`config.mk`:
```
export PLATFORM = sky130hd
export DESIGN_NAME = frontend_control_registers
export DESIGN_NICKNAME = d
export VERILOG_FILES = /design/src/core/frontend_ctrl_pkg.sv /design/src/core/reg_access_if.sv /design/src/core/frontend_control_registers.sv /design/src/core/serial_reg_port.sv
export SDC_FILE = /design/constraint.sdc
export NUM_CORES = 1
export LEC_CHECK = 0
export ABC_AREA = 1
export ABC_CLOCK_PERIOD_IN_PS = 2330
export BUFFER_PORTS_ARGS = -buffer_cell sky130_fd_sc_hd__buf_2
export CORE_UTILIZATION = 40
export CTS_CLUSTER_DIAMETER = 120
export DETAILED_ROUTE_END_ITERATION = 8
export SYNTH_ARGS = -nofsm -noshare
export SYNTH_HDL_FRONTEND = slang
export SYNTH_SLANG_ARGS = --single-unit
```
`constraint.sdc`:
```
create_clock -name clk_sys -period 2.33 [get_ports clk_sys]
set_clock_uncertainty 0.1 [all_clocks]
set_input_delay 0.1165 -clock clk_sys [delete_from_list [all_inputs] [get_ports clk_sys]]
set_output_delay 0.1165 -clock clk_sys [all_outputs]
set_load 0.02 [all_outputs]
```
`src/core/frontend_ctrl_pkg.sv`:
```
// package: register map, field positions, reset values and timing for the front-end control bank
package frontend_ctrl_pkg;

    // ------------------------------------------------------------
    // register offsets
    // ------------------------------------------------------------
    localparam logic [4:0] REG_RESET_AND_SERIAL_CONFIG = 5'h00;
    localparam logic [4:0] REG_POWER_DOWN_SET_PIN_LOW = 5'h01;
    localparam logic [4:0] REG_POWER_DOWN_SET_PIN_HIGH = 5'h02;
    localparam logic [4:0] REG_CLOCK_SOURCE_CONFIG = 5'h03;
    localparam logic [4:0] REG_RECEIVE_FILTER_SELECT = 5'h04;
    localparam logic [4:0] REG_FILTER_TUNING_TARGET = 5'h05;
    localparam logic [4:0] REG_RECEIVE_GAIN_ADJUST = 5'h06;

    // ------------------------------------------------------------
    // reset values
    // ------------------------------------------------------------
    localparam logic [7:0] RST_REG0 = 8'h00;
    localparam logic [7:0] RST_REG1 = 8'h00;
    localparam logic [7:0] RST_REG2 = 8'h9F;
    localparam logic [7:0] RST_REG3 = 8'h02;
    localparam logic [7:0] RST_REG4 = 8'h01;
    localparam logic [7:0] RST_REG5 = 8'h80;
    localparam logic [7:0] RST_REG6 = 8'h00;

    // ------------------------------------------------------------
    // field positions
    // ------------------------------------------------------------
    localparam int B0_SOFT_RESET = 5;
    localparam int B0_LSB_FIRST = 6;
    localparam int PD_LPF_COARSE = 0;
    localparam int PD_TX_PLL = 5;
    localparam int PD_RX_PLL = 6;
    localparam int B3_L_LO = 0;
    localparam int B3_N_LO = 2;
    localparam int B3_M_LO = 4;
    localparam int B3_ADC_SRC = 6;
    localparam int B3_TX_FALL = 7;
    localparam int B4_LPF_BYPASS = 0;
    localparam int B4_ONE_POLE = 1;
    localparam int B4_WIDEBAND = 2;
    localparam int B4_FAST_ADC = 3;
    localparam int B4_HPF_BYPASS = 4;
    localparam int B4_OFFSET_CORR = 5;
    localparam int B4_CAL_BUSY = 6;
    localparam int B4_CAL_DISABLE = 7;
    localparam int B6_GAIN_BY_REG = 5;
    localparam logic [4:0] GAIN_MAX = 5'h15;
    localparam logic [4:0] GAIN_WIDEBAND_CAP = 5'h12;

    // ------------------------------------------------------------
    // timing
    // ------------------------------------------------------------
    localparam longint CLK_HZ = 25000000;
    localparam longint CAL_TIME_MS = 500;
    localparam longint CAL_PERIOD_MS = 2000;
    localparam longint OFFSET_TIME_US = 10;
    localparam longint RELOCK_TIME_US = 20;
    localparam int CAL_CYCLES = int'(CAL_TIME_MS * CLK_HZ / 1000);
    localparam int CAL_PERIOD_CYCLES = int'(CAL_PERIOD_MS * CLK_HZ / 1000);
    localparam int OFFSET_CYCLES = int'(OFFSET_TIME_US * CLK_HZ / 1000000);
    localparam int RELOCK_CYCLES = int'(RELOCK_TIME_US * CLK_HZ / 1000000);

endpackage

```
`src/core/reg_access_if.sv`:
```
// interface: register access between the serial port engine and the register bank
`timescale 1ns/1ns
interface reg_access_if;
    logic wr_stb;        // one-cycle write of wdata to addr
    logic [4:0] addr;    // register address for write and read
    logic [7:0] wdata;   // byte assembled from the serial line
    logic [7:0] rdata;   // read value of addr
    logic lsb_first;     // current serial bit order

    modport port (output wr_stb, output addr, output wdata, input rdata, input lsb_first);
    modport bank (input wr_stb, input addr, input wdata, output rdata, output lsb_first);
endinterface

```
`src/core/frontend_control_registers.sv`:
```
// module: control register bank of the modem front end, registers 0 to 6
`timescale 1ns/1ns
module frontend_control_registers
    import frontend_ctrl_pkg::*;
#(
    parameter int CAL_TIME = CAL_CYCLES,
    parameter int CAL_PERIOD = CAL_PERIOD_CYCLES
) (
    // clock and reset
    input wire logic clk_sys,
    input wire logic rst,
    // serial register port
    input wire logic sclk,
    input wire logic senable_n,
    input wire logic sdata_in,
    output logic sdata_out,
    output logic sdata_oe_n,
    // pins steering power, gain and the rx clock rate
    input wire logic power_select_pin,
    input wire logic gain_strobe_pin,
    input wire logic [4:0] tx_gain_pins,
    input wire logic rx_port_nonmux,
    // power-down controls
    output logic [7:0] power_down,
    output logic lpf4_power_down,
    output logic lpf4_bypass,
    output logic coarse_gain_amp_bypass,
    output logic tx_pll_clk_oe_n,
    output logic rx_pll_clk_oe_n,
    output logic pll_relock,
    // clock configuration
    output logic [3:0] tx_pll_mult,
    output logic [2:0] rx_pll_mult,
    output logic [2:0] rx_pll_div,
    output logic adc_clk_from_rx_pll,
    output logic rx_port_clk_from_tx_pll,
    output logic rx_clk_half_rate,
    output logic rx_sync_half_rate,
    output logic tx_capture_falling,
    // receive filter and gain
    output logic one_pole_lpf_en,
    output logic lpf_wideband,
    output logic fast_adc_sampling,
    output logic hpf_bypass,
    output logic offset_corr_active,
    output logic lpf_cal_active,
    output logic [7:0] cutoff_target,
    output logic [4:0] rx_gain
);
    import frontend_ctrl_pkg::*;

    // ------------------------------------------------------------
    // state
    // ------------------------------------------------------------
    typedef struct packed {
        logic [2:0] pwr_s;       // power-select synchroniser
        logic [2:0] strobe_s;    // gain strobe synchroniser
        logic [14:0] gain_s;     // gain pins, three stages of five
        logic pwr_q;             // filtered power-select level
        logic strobe_q;          // filtered strobe level
        logic [7:0] reg0;
        logic [7:0] reg1;
        logic [7:0] reg2;
        logic [7:0] reg3;
        logic [7:0] reg4;        // bits 5 and 6 live in the counters below
        logic [7:0] reg5;
        logic gain_by_reg;
        logic [4:0] gain_code;   // requested gain before the wideband cap
        logic [31:0] srst_cnt;   // soft reset and pll relock time
        logic [31:0] offs_cnt;   // offset correction time left
        logic [31:0] cal_cnt;    // calibration time left
        logic [31:0] per_cnt;    // time to next periodic calibration
        logic [2:0] nonmux_s;
        logic nonmux_q;
    } bank_state_t;

    bank_state_t s, next_s;
    reg_access_if ra ();

    // ------------------------------------------------------------
    // functions
    // ------------------------------------------------------------
    // codes above the table top are held at the top
    function automatic logic [4:0] clamp_gain(input logic [4:0] code);
        clamp_gain = (code > GAIN_MAX) ? GAIN_MAX : code;
    endfunction

    // gain actually applied, limited in wideband mode
    function automatic logic [4:0] applied_gain(input logic [4:0] code, input logic wide);
        applied_gain = (wide && code > GAIN_WIDEBAND_CAP) ? GAIN_WIDEBAND_CAP : code;
    endfunction

    // ------------------------------------------------------------
    // serial port engine
    // ------------------------------------------------------------
    serial_reg_port u_port (
        .clk_sys(clk_sys),
        .rst(rst),
        .sclk(sclk),
        .senable_n(senable_n),
        .sdata_in(sdata_in),
        .sdata_out(sdata_out),
        .sdata_oe_n(sdata_oe_n),
        .ra(ra.port)
    );

    logic offs_run;
    logic cal_run;
    logic srst_run;
    logic [7:0] reg4_view;
    logic [7:0] reg6_view;
    logic [4:0] gain_now;

    assign offs_run = (s.offs_cnt != 32'h0);
    assign cal_run = (s.cal_cnt != 32'h0);
    assign srst_run = (s.srst_cnt != 32'h0);
    assign gain_now = applied_gain(s.gain_code, s.reg4[B4_WIDEBAND]);
    // status bits are overlaid on the stored control bits
    assign reg4_view = {s.reg4[7], cal_run, offs_run, s.reg4[4:0]};
    assign reg6_view = {2'b00, s.gain_by_reg, gain_now};

    // ------------------------------------------------------------
    // read mux
    // ------------------------------------------------------------
    // unmapped addresses read zero
    always_comb begin
        unique case (ra.addr)
            REG_RESET_AND_SERIAL_CONFIG: ra.rdata = {s.reg0[7:6], srst_run, s.reg0[4:0]};
            REG_POWER_DOWN_SET_PIN_LOW: ra.rdata = s.reg1;
            REG_POWER_DOWN_SET_PIN_HIGH: ra.rdata = s.reg2;
            REG_CLOCK_SOURCE_CONFIG: ra.rdata = s.reg3;
            REG_RECEIVE_FILTER_SELECT: ra.rdata = reg4_view;
            REG_FILTER_TUNING_TARGET: ra.rdata = s.reg5;
            REG_RECEIVE_GAIN_ADJUST: ra.rdata = reg6_view;
            default: ra.rdata = 8'h00;
        endcase
    end
    assign ra.lsb_first = s.reg0[B0_LSB_FIRST];

    // ------------------------------------------------------------
    // next state
    // ------------------------------------------------------------
    always_comb begin
        next_s = s;
        next_s.pwr_s = {s.pwr_s[1:0], power_select_pin};
        next_s.strobe_s = {s.strobe_s[1:0], gain_strobe_pin};
        next_s.gain_s = {s.gain_s[9:0], tx_gain_pins};
        next_s.nonmux_s = {s.nonmux_s[1:0], rx_port_nonmux};
        // levels count once stages two and three agree
        if (s.pwr_s[2] == s.pwr_s[1]) begin
            next_s.pwr_q = s.pwr_s[2];
        end
        if (s.strobe_s[2] == s.strobe_s[1]) begin
            next_s.strobe_q = s.strobe_s[2];
        end
        if (s.nonmux_s[2] == s.nonmux_s[1]) begin
            next_s.nonmux_q = s.nonmux_s[2];
        end

        // timers run down
        if (srst_run) begin
            next_s.srst_cnt = s.srst_cnt - 32'h1;
        end
        if (offs_run) begin
            next_s.offs_cnt = s.offs_cnt - 32'h1;
        end
        if (cal_run) begin
            next_s.cal_cnt = s.cal_cnt - 32'h1;
        end

        // background calibration restarts at each period end
        if (!s.reg4[B4_CAL_DISABLE] && !cal_run) begin
            if (s.per_cnt <= 32'h1) begin
                next_s.cal_cnt = 32'(CAL_TIME);
                next_s.per_cnt = 32'(CAL_PERIOD);
            end else begin
                next_s.per_cnt = s.per_cnt - 32'h1;
            end
        end

        // gain strobe latches the pins in pin mode
        if (!s.gain_by_reg && s.strobe_s[2] == s.strobe_s[1] && s.strobe_s[2] && !s.strobe_q
            && s.gain_s[14:10] == s.gain_s[9:5]) begin
            next_s.gain_code = clamp_gain(s.gain_s[14:10]);
        end

        // register writes; a write that starts a timer beats the timer ending
        if (ra.wr_stb && !srst_run) begin
            unique case (ra.addr)
                REG_RESET_AND_SERIAL_CONFIG: begin
                    next_s.reg0 = ra.wdata;
                    next_s.reg0[B0_SOFT_RESET] = 1'b0;
                    if (ra.wdata[B0_SOFT_RESET]) begin
                        next_s.srst_cnt = 32'(RELOCK_CYCLES);
                    end
                end
                REG_POWER_DOWN_SET_PIN_LOW: next_s.reg1 = ra.wdata;
                REG_POWER_DOWN_SET_PIN_HIGH: next_s.reg2 = ra.wdata;
                REG_CLOCK_SOURCE_CONFIG: next_s.reg3 = ra.wdata;
                REG_RECEIVE_FILTER_SELECT: begin
                    // busy flags are not storage; a 1 written to bit 5 starts offset correction, bit 6 writes do nothing
                    next_s.reg4 = {ra.wdata[7], 2'b00, ra.wdata[4:0]};
                    if (ra.wdata[B4_OFFSET_CORR]) begin
                        next_s.offs_cnt = 32'(OFFSET_CYCLES);
                    end
                    if (!ra.wdata[B4_CAL_DISABLE]) begin
                        next_s.cal_cnt = 32'(CAL_TIME);
                        next_s.per_cnt = 32'(CAL_PERIOD);
                    end
                end
                REG_FILTER_TUNING_TARGET: next_s.reg5 = ra.wdata;
                REG_RECEIVE_GAIN_ADJUST: begin
                    next_s.gain_by_reg = ra.wdata[B6_GAIN_BY_REG];
                    if (ra.wdata[B6_GAIN_BY_REG]) begin
                        next_s.gain_code = clamp_gain(ra.wdata[4:0]);
                    end
                end
                default: begin
                end
            endcase
        end

        // end of soft reset: all defaults return but bit order stays
        if (s.srst_cnt == 32'h1) begin
            next_s.reg0 = RST_REG0;
            next_s.reg0[B0_LSB_FIRST] = s.reg0[B0_LSB_FIRST];
            next_s.reg1 = RST_REG1;
            next_s.reg2 = RST_REG2;
            next_s.reg3 = RST_REG3;
            next_s.reg4 = RST_REG4;
            next_s.reg5 = RST_REG5;
            next_s.gain_by_reg = RST_REG6[B6_GAIN_BY_REG];
            next_s.gain_code = RST_REG6[4:0];
            next_s.offs_cnt = 32'h0;
            next_s.cal_cnt = 32'(CAL_TIME);
            next_s.per_cnt = 32'(CAL_PERIOD);
        end
    end

    // ------------------------------------------------------------
    // state register
    // ------------------------------------------------------------
    // the interpolator data path is not held here, so no reset reaches it
    always_ff @(posedge clk_sys) begin
        if (rst) begin
            s <= '0;
            s.reg0 <= RST_REG0;
            s.reg1 <= RST_REG1;
            s.reg2 <= RST_REG2;
            s.reg3 <= RST_REG3;
            s.reg4 <= RST_REG4;
            s.reg5 <= RST_REG5;
            s.gain_by_reg <= RST_REG6[B6_GAIN_BY_REG];
            s.gain_code <= RST_REG6[4:0];
            s.cal_cnt <= 32'(CAL_TIME);
            s.per_cnt <= 32'(CAL_PERIOD);
        end else begin
            s <= next_s;
        end
    end

    // ------------------------------------------------------------
    // power-down outputs
    // ------------------------------------------------------------
    // the pin picks which set is in force
    assign power_down = s.pwr_q ? s.reg2 : s.reg1;
    assign coarse_gain_amp_bypass = power_down[PD_LPF_COARSE];
    assign lpf4_bypass = s.reg4[B4_LPF_BYPASS] || power_down[PD_LPF_COARSE];
    assign lpf4_power_down = lpf4_bypass;
    // a stopped pll lets its clock pin float
    assign tx_pll_clk_oe_n = power_down[PD_TX_PLL];
    assign rx_pll_clk_oe_n = power_down[PD_RX_PLL];
    assign pll_relock = srst_run;

    // ------------------------------------------------------------
    // clock configuration outputs
    // ------------------------------------------------------------
    assign tx_pll_mult = 4'h1 << s.reg3[B3_L_LO +: 2];
    // code 11 of the rx fields is not defined; it maps to the default factor
    always_comb begin
        unique case (s.reg3[B3_M_LO +: 2])
            2'h0: rx_pll_mult = 3'h3;
            2'h1: rx_pll_mult = 3'h4;
            2'h2: rx_pll_mult = 3'h6;
            default: rx_pll_mult = 3'h3;
        endcase
        unique case (s.reg3[B3_N_LO +: 2])
            2'h0: rx_pll_div = 3'h2;
            2'h1: rx_pll_div = 3'h4;
            2'h2: rx_pll_div = 3'h1;
            default: rx_pll_div = 3'h2;
        endcase
    end
    assign adc_clk_from_rx_pll = s.reg3[B3_ADC_SRC];
    assign rx_sync_half_rate = s.reg3[B3_ADC_SRC];
    // with the input clock as adc source the host keeps l and k at 4
    assign rx_port_clk_from_tx_pll = !s.reg3[B3_ADC_SRC];
    assign rx_clk_half_rate = s.nonmux_q;
    assign tx_capture_falling = s.reg3[B3_TX_FALL];

    // ------------------------------------------------------------
    // receive filter and gain outputs
    // ------------------------------------------------------------
    assign one_pole_lpf_en = s.reg4[B4_ONE_POLE];
    assign lpf_wideband = s.reg4[B4_WIDEBAND];
    assign fast_adc_sampling = s.reg4[B4_FAST_ADC];
    // above 50 msps the host must set this bypass
    assign hpf_bypass = s.reg4[B4_HPF_BYPASS];
    assign offset_corr_active = offs_run;
    assign lpf_cal_active = cal_run;
    assign cutoff_target = s.reg5;
    assign rx_gain = gain_now;

endmodule

```
`src/core/serial_reg_port.sv`:
```
// module: serial register port engine, instruction then one to four data bytes
`timescale 1ns/1ns
module serial_reg_port
    import frontend_ctrl_pkg::*;
(
    // clock and reset
    input wire logic clk_sys,
    input wire logic rst,
    // serial pins
    input wire logic sclk,
    input wire logic senable_n,
    input wire logic sdata_in,
    output logic sdata_out,
    output logic sdata_oe_n,
    // register side
    reg_access_if.port ra
);
    import frontend_ctrl_pkg::*;

    typedef struct packed {
        logic [2:0] sclk_s;    // three-stage synchroniser
        logic [2:0] sen_s;
        logic [2:0] sd_s;
        logic sclk_q;          // filtered clock level
        logic [2:0] bit_cnt;
        logic [7:0] shift_in;
        logic in_data;         // instruction byte done
        logic is_read;
        logic [1:0] bytes_left;
        logic [4:0] addr;
        logic [7:0] shift_out;
        logic fresh;           // new read byte already on the line
        logic done;            // all bytes moved, wait for deselect
        logic wr_stb;
        logic [7:0] wdata;
        logic adv;             // address step due
    } port_state_t;

    port_state_t s, next_s;
    logic rise;
    logic fall;
    logic sen_active;
    logic [7:0] byte_in;

    // ------------------------------------------------------------
    // next state
    // ------------------------------------------------------------
    // the clock level counts only once the second and third stages agree; enable is active only while both are low; data is taken from the third stage
    always_comb begin
        next_s = s;
        next_s.sclk_s = {s.sclk_s[1:0], sclk};
        next_s.sen_s = {s.sen_s[1:0], senable_n};
        next_s.sd_s = {s.sd_s[1:0], sdata_in};
        next_s.wr_stb = 1'b0;
        next_s.adv = 1'b0;
        if (s.adv) begin
            next_s.addr = ra.lsb_first ? s.addr + 5'h01 : s.addr - 5'h01;
        end
        rise = (s.sclk_s[2] == s.sclk_s[1]) && s.sclk_s[2] && !s.sclk_q;
        fall = (s.sclk_s[2] == s.sclk_s[1]) && !s.sclk_s[2] && s.sclk_q;
        sen_active = (s.sen_s[2] == s.sen_s[1]) ? !s.sen_s[2] : 1'b0;
        if (s.sclk_s[2] == s.sclk_s[1]) begin
            next_s.sclk_q = s.sclk_s[2];
        end
        // bit order follows the bank for instruction and data alike
        byte_in = ra.lsb_first ? {s.sd_s[2], s.shift_in[7:1]} : {s.shift_in[6:0], s.sd_s[2]};
        if (!sen_active) begin
            // deselect drops the transfer at once
            next_s.bit_cnt = 3'h0;
            next_s.in_data = 1'b0;
            next_s.done = 1'b0;
            next_s.is_read = 1'b0;
        end else if (rise && !s.done) begin
            next_s.shift_in = byte_in;
            next_s.bit_cnt = s.bit_cnt + 3'h1;
            if (s.bit_cnt == 3'h7) begin
                if (!s.in_data) begin
                    // instruction: read flag, byte count, start address
                    next_s.in_data = 1'b1;
                    next_s.is_read = byte_in[7];
                    next_s.bytes_left = byte_in[6:5];
                    next_s.addr = byte_in[4:0];
                end else begin
                    // each byte lands as it completes, so a burst updates in sequence
                    next_s.wr_stb = !s.is_read;
                    next_s.wdata = byte_in;
                    next_s.adv = 1'b1;
                    next_s.bytes_left = s.bytes_left - 2'h1;
                    next_s.done = (s.bytes_left == 2'h0);
                end
            end
        end
        // read data is reloaded once the address has settled
        if (s.in_data && s.is_read && s.bit_cnt == 3'h0 && !s.done && !s.fresh
            && !rise && !s.sclk_q) begin
            next_s.shift_out = ra.rdata;
            next_s.fresh = 1'b1;
        end else if (fall && s.in_data && s.is_read && s.bit_cnt != 3'h0) begin
            if (s.fresh && s.bit_cnt == 3'h1) begin
                next_s.fresh = 1'b1;
            end
            next_s.shift_out = ra.lsb_first ? {1'b0, s.shift_out[7:1]} : {s.shift_out[6:0], 1'b0};
            if (s.bit_cnt == 3'h7) begin
                next_s.fresh = 1'b0;
            end
        end
        if (!s.in_data) begin
            next_s.fresh = 1'b0;
        end
    end

    // ------------------------------------------------------------
    // state register
    // ------------------------------------------------------------
    always_ff @(posedge clk_sys) begin
        if (rst) begin
            s <= '0;
            s.sen_s <= 3'h7;
        end else begin
            s <= next_s;
        end
    end

    assign ra.wr_stb = s.wr_stb;
    assign ra.addr = s.addr;
    assign ra.wdata = s.wdata;
    assign sdata_out = ra.lsb_first ? s.shift_out[0] : s.shift_out[7];
    assign sdata_oe_n = !(s.in_data && s.is_read && !s.done);

endmodule
```
==> results.ini, run 1 <==
[outcome]
status=finished clean

[setup_path]
crit_family=buffers and inverters
cp.depth=9
cpPeakStageDelay_ns=0.31
crit_type=flip-flop to output port
required_ns=2.11
end_kind=output port
reg2regPathDepth=12
cp_max_fo=7
worstPathCellList=inv_1 > ha_2 > nand2_2 > nor2_4 > nand2_2 > nor2_4 > buf_12 > clkinvlp_4 > buf_4
crit_buf_inv=4
cp-start-kind=flip-flop
critPathArrivalTime_ns=2.00
critPathSlowestCell=dfxtp_1

[route]
dr.first_iter.drc_count=682
drt-total-wl_um=34900
routedWlPerCell_um=14.2
drc=0
vias=12200
first_pass_iters=5
ant_nets=0
viasPerCell=4.94

[finish]
syn2layout_area_growth_pct=21.6
drive_above_1_share_pct=15.1
design_area_um2=15500
n_antenna_cell=0
nFillCells=3169
final_nets=2066

[power]
p_seq_share_pct=30.7
switching_power_w=0.00667
power.share.clock_pct=28.1
ir_drop_v=0.000620
internal-power_w=0.0110
power.density_nw_per_um2=1140
switching_share_pct=37.8
leakagePower_nw=6.90
combPwrFrac_pct=41.2

[sta]
fmax_mhz=451
finalHoldWorstSlack_ns=0.191
max_slew_margin_pct=56.7
slew_viol_final=0
setup_viol=0
fin_crit_ns=2.22
fin_crit_sh_pct=95.1
tightest_slew_ns=0.642
rsz0062_at_grt=no
hold_violations=0

[clock_tree]
clk-insertion-delay-late_ns=0.56
htreeDepth=1
cts_tree=built
clock-root-buffer=clkbuf_16
clockBufferDepth=3
clkTransAtPathRegs_ns=0.06
numCtsBuffers=30
clock-sinks=256

[floorplan]
die-area_um2=32600
fp.dieW_um=181
std_cell_rows=65
initial_utilization_pct=40.6
pin_count=63
die_h_um=181
core_area_um2=31500

[worst_hold_path]
hold_path.class=input pin to flip-flop
holdPathStages=4

[synth]
synth_area_per_cell_um2=6.90
synth-async-reset-ratio_pct=0
syn-cell-area_um2=12800
yosysTopAreaCellShare_pct=40.1
synth_edf_count=0
yosysTopAreaCell=dfxtp_1
synth_most_common_cell=nor2_1
synthFlopType=dfxtp_1
syn_inst=1851
synth_common_cells=nor2_1, nand2_1, dfxtp_1, inv_1, o21ai_0
syn_nets=1885
synth_area_leaders=dfxtp_1, nor2_1, nand2_1
ys_ff_latch=256
ys_seq_area_share_pct=40.1
synth.distinct_cells=43
yosys_warnings=0

[place]
placedInstanceArea_um2=14200
dp_hpwl_um=26200
place_congestion=0.926
io_buffers=62

[global_route]
gr-total-overflow=0
grt_pass1_vias=11600
grt_pass1_wl_um=57400
track_usage_pct=21.4
grt_max_degree=51
antenna_found_initial=0

[job]
drv_cap=0

[stage by stage]
step | std cells | worst slack, ns | TNS [ns] | util [%] | power (W)
detailed placement | 2383 | -0.161 | -1.28 | 45.2 | 0.0124
CTS | 2454 | -0.00273 | -0.00273 | 49.0 | 0.0175
global placement | 2383 | -0.119 | -0.583 | 45.2 | 0.0123
global route | 2458 | 0.00878 | 0 | 49.3 | 0.0189
finish | 2458 | 0.114 | 0 | 49.3 | 0.0176
floorplan | 1851 | 0.273 | 0 | - | 0.0103
[metal layers]
metal  track usage (%)  routed length (um)  vias to the layer above
li1                  -                   -                     6317
met3              2.68                1490                       69
met1              27.5               16100                     5498
met4              7.15                 994                        0
met5                 0                   0                        -
met2              36.9               16300                      268
[repair_timing]
item | CTS | global route
endpoints found under the hold margin | 23 | 0
resized for setup | 8 | 16
endpoints found under the setup margin | 47 | 43
buffers inserted | 3 | 3
hold buffers | 12 | 0
gates cloned | 0 | 1
pin swaps | 4 | 2
[cell type report]
type	count	area, um2	area share [%]
clock inverter	16	225	1.45
inverter	216	818	5.27
multi-input combinational	1317	6530	42.0
timing repair buffer	211	1500	9.68
sequential	256	5120	33.0
clock buffer	40	828	5.33
tap	402	503	3.24
[tightest hold or removal path, delay by kind of cell]
family | cells | cell delay [ns]
buf+inv | 3 | 0.63
simple gates | 1 | 0.06
[worst paths after layout]
path,start,slack (ns),endpoint
worst max register to register,s[101],0.20,s[95]
worst min register to register,next_s[194],0.30,next_s[199]
worst min-delay path,power_select_pin,0.19,next_s[207]
worst max-delay path,s[101],0.11,pll_relock
[cell families after synthesis]
logic type / share of synthesized area [%]
buf+inv: 9.19
simple gates: 31.8
fa+ha+maj: 2.06
xor+xnor: 5.55
flops: 40.1
compound gates: 11.2
[registers in the layout, indices dropped and copies added, names as in the netlist, 2 cells and up]
register,flops
u_port.ra.wdata,8
cutoff_target,8
u_port.next_s,6
s,171
u_port.ra.addr,5
reg4_view,2
u_port.s,30
next_s,16
[cells in the final DEF (no fill, tap or decap), drive strengths merged, types with 7 or more instances in the layout]
cell | Yosys | routed
a21oi | 113 | 113
a31oi | 7 | 7
buf | 36 | 198
clkbuf | 26 | 41
clkinv | 2 | 10
dfxtp | 256 | 256
dlygate4sd3 | 0 | 12
ha | 21 | 21
inv | 214 | 213
nand2 | 341 | 341
nand3 | 104 | 104
nand4 | 33 | 33
nor2 | 365 | 365
nor3 | 75 | 75
o21ai | 134 | 134
o22ai | 8 | 8
or2 | 10 | 10
xnor2 | 37 | 37
xor2 | 44 | 44
[power by group through the flow]
stage | clock (W) | combinational (W) | sequential, W
after global placement | 0 | 0.00685 | 0.00548
after detailed placement | 0 | 0.00686 | 0.00550
final | 0.00495 | 0.00726 | 0.00542
after floorplan | 0 | 0.00485 | 0.00547
after global routing | 0.00524 | 0.00817 | 0.00551
after CTS | 0.00506 | 0.00704 | 0.00542
Power figures use the tool's default switching activity.
==> inputs of run 2 (changes only) <==
Settings changed: SYNTH_HIERARCHICAL set to 1.
==> run 2 against run 1 <==
Against the previous run: via count rose by 2.1%; first-iteration DRC count increased by 16%; final area down 1.8%; utilization decreased by 2.5 points; total power down 13%; global-route usage fell by 0.42 points; hold slack worse by 0.0036 ns; critical path depth did not move; clock power is 2% higher; combinational power fell by 30%; critical endpoint unchanged.
==> results.ini, run 2 <==
[setup_path]
reg2reg_slack_ns=0.19  ; about the same
cpPeakStageDelay_ns=0.34  ; +0.03 ns
r2r-end=u_port/s[15]
end_kind=output port
crit_type=flip-flop to output port
crit_buf_inv=4  ; unchanged
crit_family=buffers and inverters
required_ns=2.11  ; about the same
critPathArrivalTime_ns=2.01  ; about the same
worstPathCellList=inv_2 > ha_2 > nand2_1 > nor2_2 > nand2_2 > nor2_8 > buf_8 > clkinvlp_4 > buf_2
critPathSlowestCell=dfxtp_1
r2r_start=u_port/ra.addr[1]
reg2regPathDepth=11  ; -1
cp_max_fo=5  ; -2
cp-start-kind=flip-flop

[finish]
syn2layout_area_growth_pct=15.1
final_cell_mix=nor2_1, nand2_1, dfxtp_1
design_area_um2=15200  ; -1.8%
nFillCells=3375  ; +6.5%
largest_reg_flops=171  ; unchanged
regMostFlops=s
final_nets=2084  ; +0.87%
n_antenna_cell=0  ; unchanged
final_common_cell=nor2_1
drive_above_1_share_pct=10.8  ; -4.3 points

[global_route]
grt_pass1_vias=11600  ; +0.44%
gr-usage-met3_pct=3.25  ; +0.57 points
gr-total-overflow=0  ; unchanged
gr-usage-met2_pct=34.7  ; -2.3 points
antenna_found_initial=0  ; unchanged
track_usage_pct=21.0  ; -0.42 points
grt_pass1_wl_um=57500  ; +0.13%
use_met1_pct=28.1  ; +0.61 points
grt.busiest_layer=met2
grt_max_degree=39  ; -24%

[route]
dr.first_iter.drc_count=791  ; +16%
drc=0  ; unchanged
first_pass_iters=5  ; unchanged
vias=12400  ; +2.1%
drt-total-wl_um=34900  ; +0.10%
ant_nets=0  ; unchanged
viasPerCell=4.93  ; -0.27%
routedWlPerCell_um=13.9  ; -2.2%

[sta]
hold_violations=0  ; unchanged
tightest_slew_ns=0.703  ; +0.0609 ns
rsz0062_at_grt=no
tns_ns=0  ; unchanged
slew_viol_final=0  ; unchanged
timing.final.ws_setup_ns=0.101  ; -0.0130 ns
fin_crit_ns=2.23  ; +0.0130 ns
fin_crit_sh_pct=95.7  ; +0.56 points
fmax_mhz=449  ; -0.58%
setup_viol=0  ; unchanged
max_slew_margin_pct=52.6  ; -4.1 points
finalHoldWorstSlack_ns=0.187  ; -0.00356 ns

[clock_tree]
numCtsBuffers=29  ; -3.3%
cts_tree=built
clock-root-buffer=clkbuf_16
clk-insertion-delay-late_ns=0.56  ; about the same
clockBufferDepth=3  ; unchanged
clock-sinks=256  ; unchanged
clkTransAtPathRegs_ns=0.06  ; about the same
htreeDepth=1  ; unchanged

[worst_hold_path]
hold_start=senable_n
hold_path.class=input pin to flip-flop
holdPathEnd=u_port/next_s[45]
holdPathStages=3  ; -1

[synth]
syn_inst=1982  ; +7.1%
synth-async-reset-ratio_pct=0  ; unchanged
syn-cell-area_um2=13200  ; +3.7%
yosysTopAreaCell=dfxtp_1
ys_ff_latch=256  ; unchanged
synth_area_leaders=dfxtp_1, nor2_1, nand2_1
synth_area_per_cell_um2=6.68  ; -3.2%
synth.distinct_cells=45  ; +4.7%
yosysTopAreaCellShare_pct=38.7  ; -1.4 points
synthFlopType=dfxtp_1
ys_seq_area_share_pct=38.7  ; -1.4 points
synth_edf_count=0  ; unchanged
syn_nets=2015  ; +6.9%
yosys_warnings=6  ; +6
synth_common_cells=nor2_1, nand2_1, dfxtp_1, inv_1, nand3_1
synth_most_common_cell=nor2_1

[floorplan]
core_area_um2=32500  ; +3.4%
fp.dieW_um=184  ; +1.8%
pin_count=63  ; unchanged
die-area_um2=33800  ; +3.7%
die_h_um=184  ; +1.8%
initial_utilization_pct=40.7  ; +0.12 points
std_cell_rows=66  ; +1.5%

[power]
ir_drop_v=0.000700  ; +13%
power.density_nw_per_um2=1010  ; -11%
leakagePower_nw=6.90  ; about the same
p_total_w=0.0154  ; -13%

[place]
dp_slack_ns=0.107  ; +0.267 ns
io_buffers=62  ; unchanged
dp_hpwl_um=25900  ; -1.1%
place_congestion=0.966  ; +4.4%
placedInstanceArea_um2=13900  ; -2.2%

[outcome]
status=finished clean

[job]
drv_cap=0  ; unchanged

-- run 2: cell count changes in the layout (fill, tap and decap cells not counted), sizes merged, moves of 5 or more --
cell,change
a21oi,-32
a31oi,-7
buf,-94
nand2,+106
nand3,+13
nand3b,+8
nor2,+116
nor3,-50
o211ai,+7
o21ai,-50
o21bai,+5
xnor2,-7
-- run 2: layout make-up --
type / instances / area, um2 / share of cell area [%]
clock buffers: 38 / 800 / 5.24
clock inverters: 16 / 265 / 1.74
inverters: 217 / 823 / 5.40
multi-input cells: 1429 / 6880 / 45.1
flip-flops and latches: 256 / 5120 / 33.6
well taps: 442 / 553 / 3.63
repair buffers: 118 / 801 / 5.25
-- run 2: worst max path at each step --
stage / start / to / slack [ns] / cells after the start
global placement: s[43] / s[33] / 0.11 / 10
finish: s[100] / pll_relock / 0.10 / 9
global route: s[119] / pll_relock / 0.005 / 8
detailed placement: s[43] / s[25] / 0.11 / 9
CTS: s[68] / offset_corr_active / 0.02 / 9
floorplan: s[68] / u_port/s[17] / 0.20 / 14
-- run 2: worst min-delay path, stage by stage --
cell,delay [ns]
dlygate4sd3_1,0.52
buf_2,0.10
or2_2,0.09
-- run 2: kinds of logic (layout without fill, tap and decap cells) --
group           Yosys count  in the layout  synth area share (%)
fa+ha+maj                20             20                  1.95
flops                   256            256                  38.7
buf+inv                 297            389                  9.88
mux                       1              1                0.0756
compound gates          202            202                  8.34
simple gates           1133           1133                  36.2
xor+xnor                 73             73                  4.83
-- run 2: layer usage --
| layer | wire [um] | share of wire [%] | vias to the layer above |
|---|---|---|---|
| li1 | - | - | 6372 |
| met4 | 857 | 2.5 | 0 |
| met1 | 16300 | 47 | 5695 |
| met5 | 0 | 0 | - |
| met2 | 15900 | 46 | 276 |
| met3 | 1810 | 5.2 | 62 |
-- run 2: where the power goes --
group | total (W) | switching (W) | internal [W]
clock network | 0.00505 | 0.00187 | 0.00319
registers | 0.00524 | 0.000407 | 0.00484
logic | 0.00509 | 0.00321 | 0.00188
total | 0.0154 | 0.00549 | 0.00990
-- run 2: per-stage QoR --
stage,util (%),cells
after floorplan,-,1982
after global placement,42.7,2440
after detailed placement,42.7,2440
after CTS,46.6,2511
after global routing,46.9,2516
final,46.9,2516
-- run 2: timing repair --
item / 4_1_cts / 5_1_grt
resized for setup: 6 / 19
endpoints found under the setup margin: 2 / 92
pin swaps: 3 / 3
endpoints found under the hold margin: 19 / 0
buffers inserted: 3 / 5
hold buffers: 14 / 0
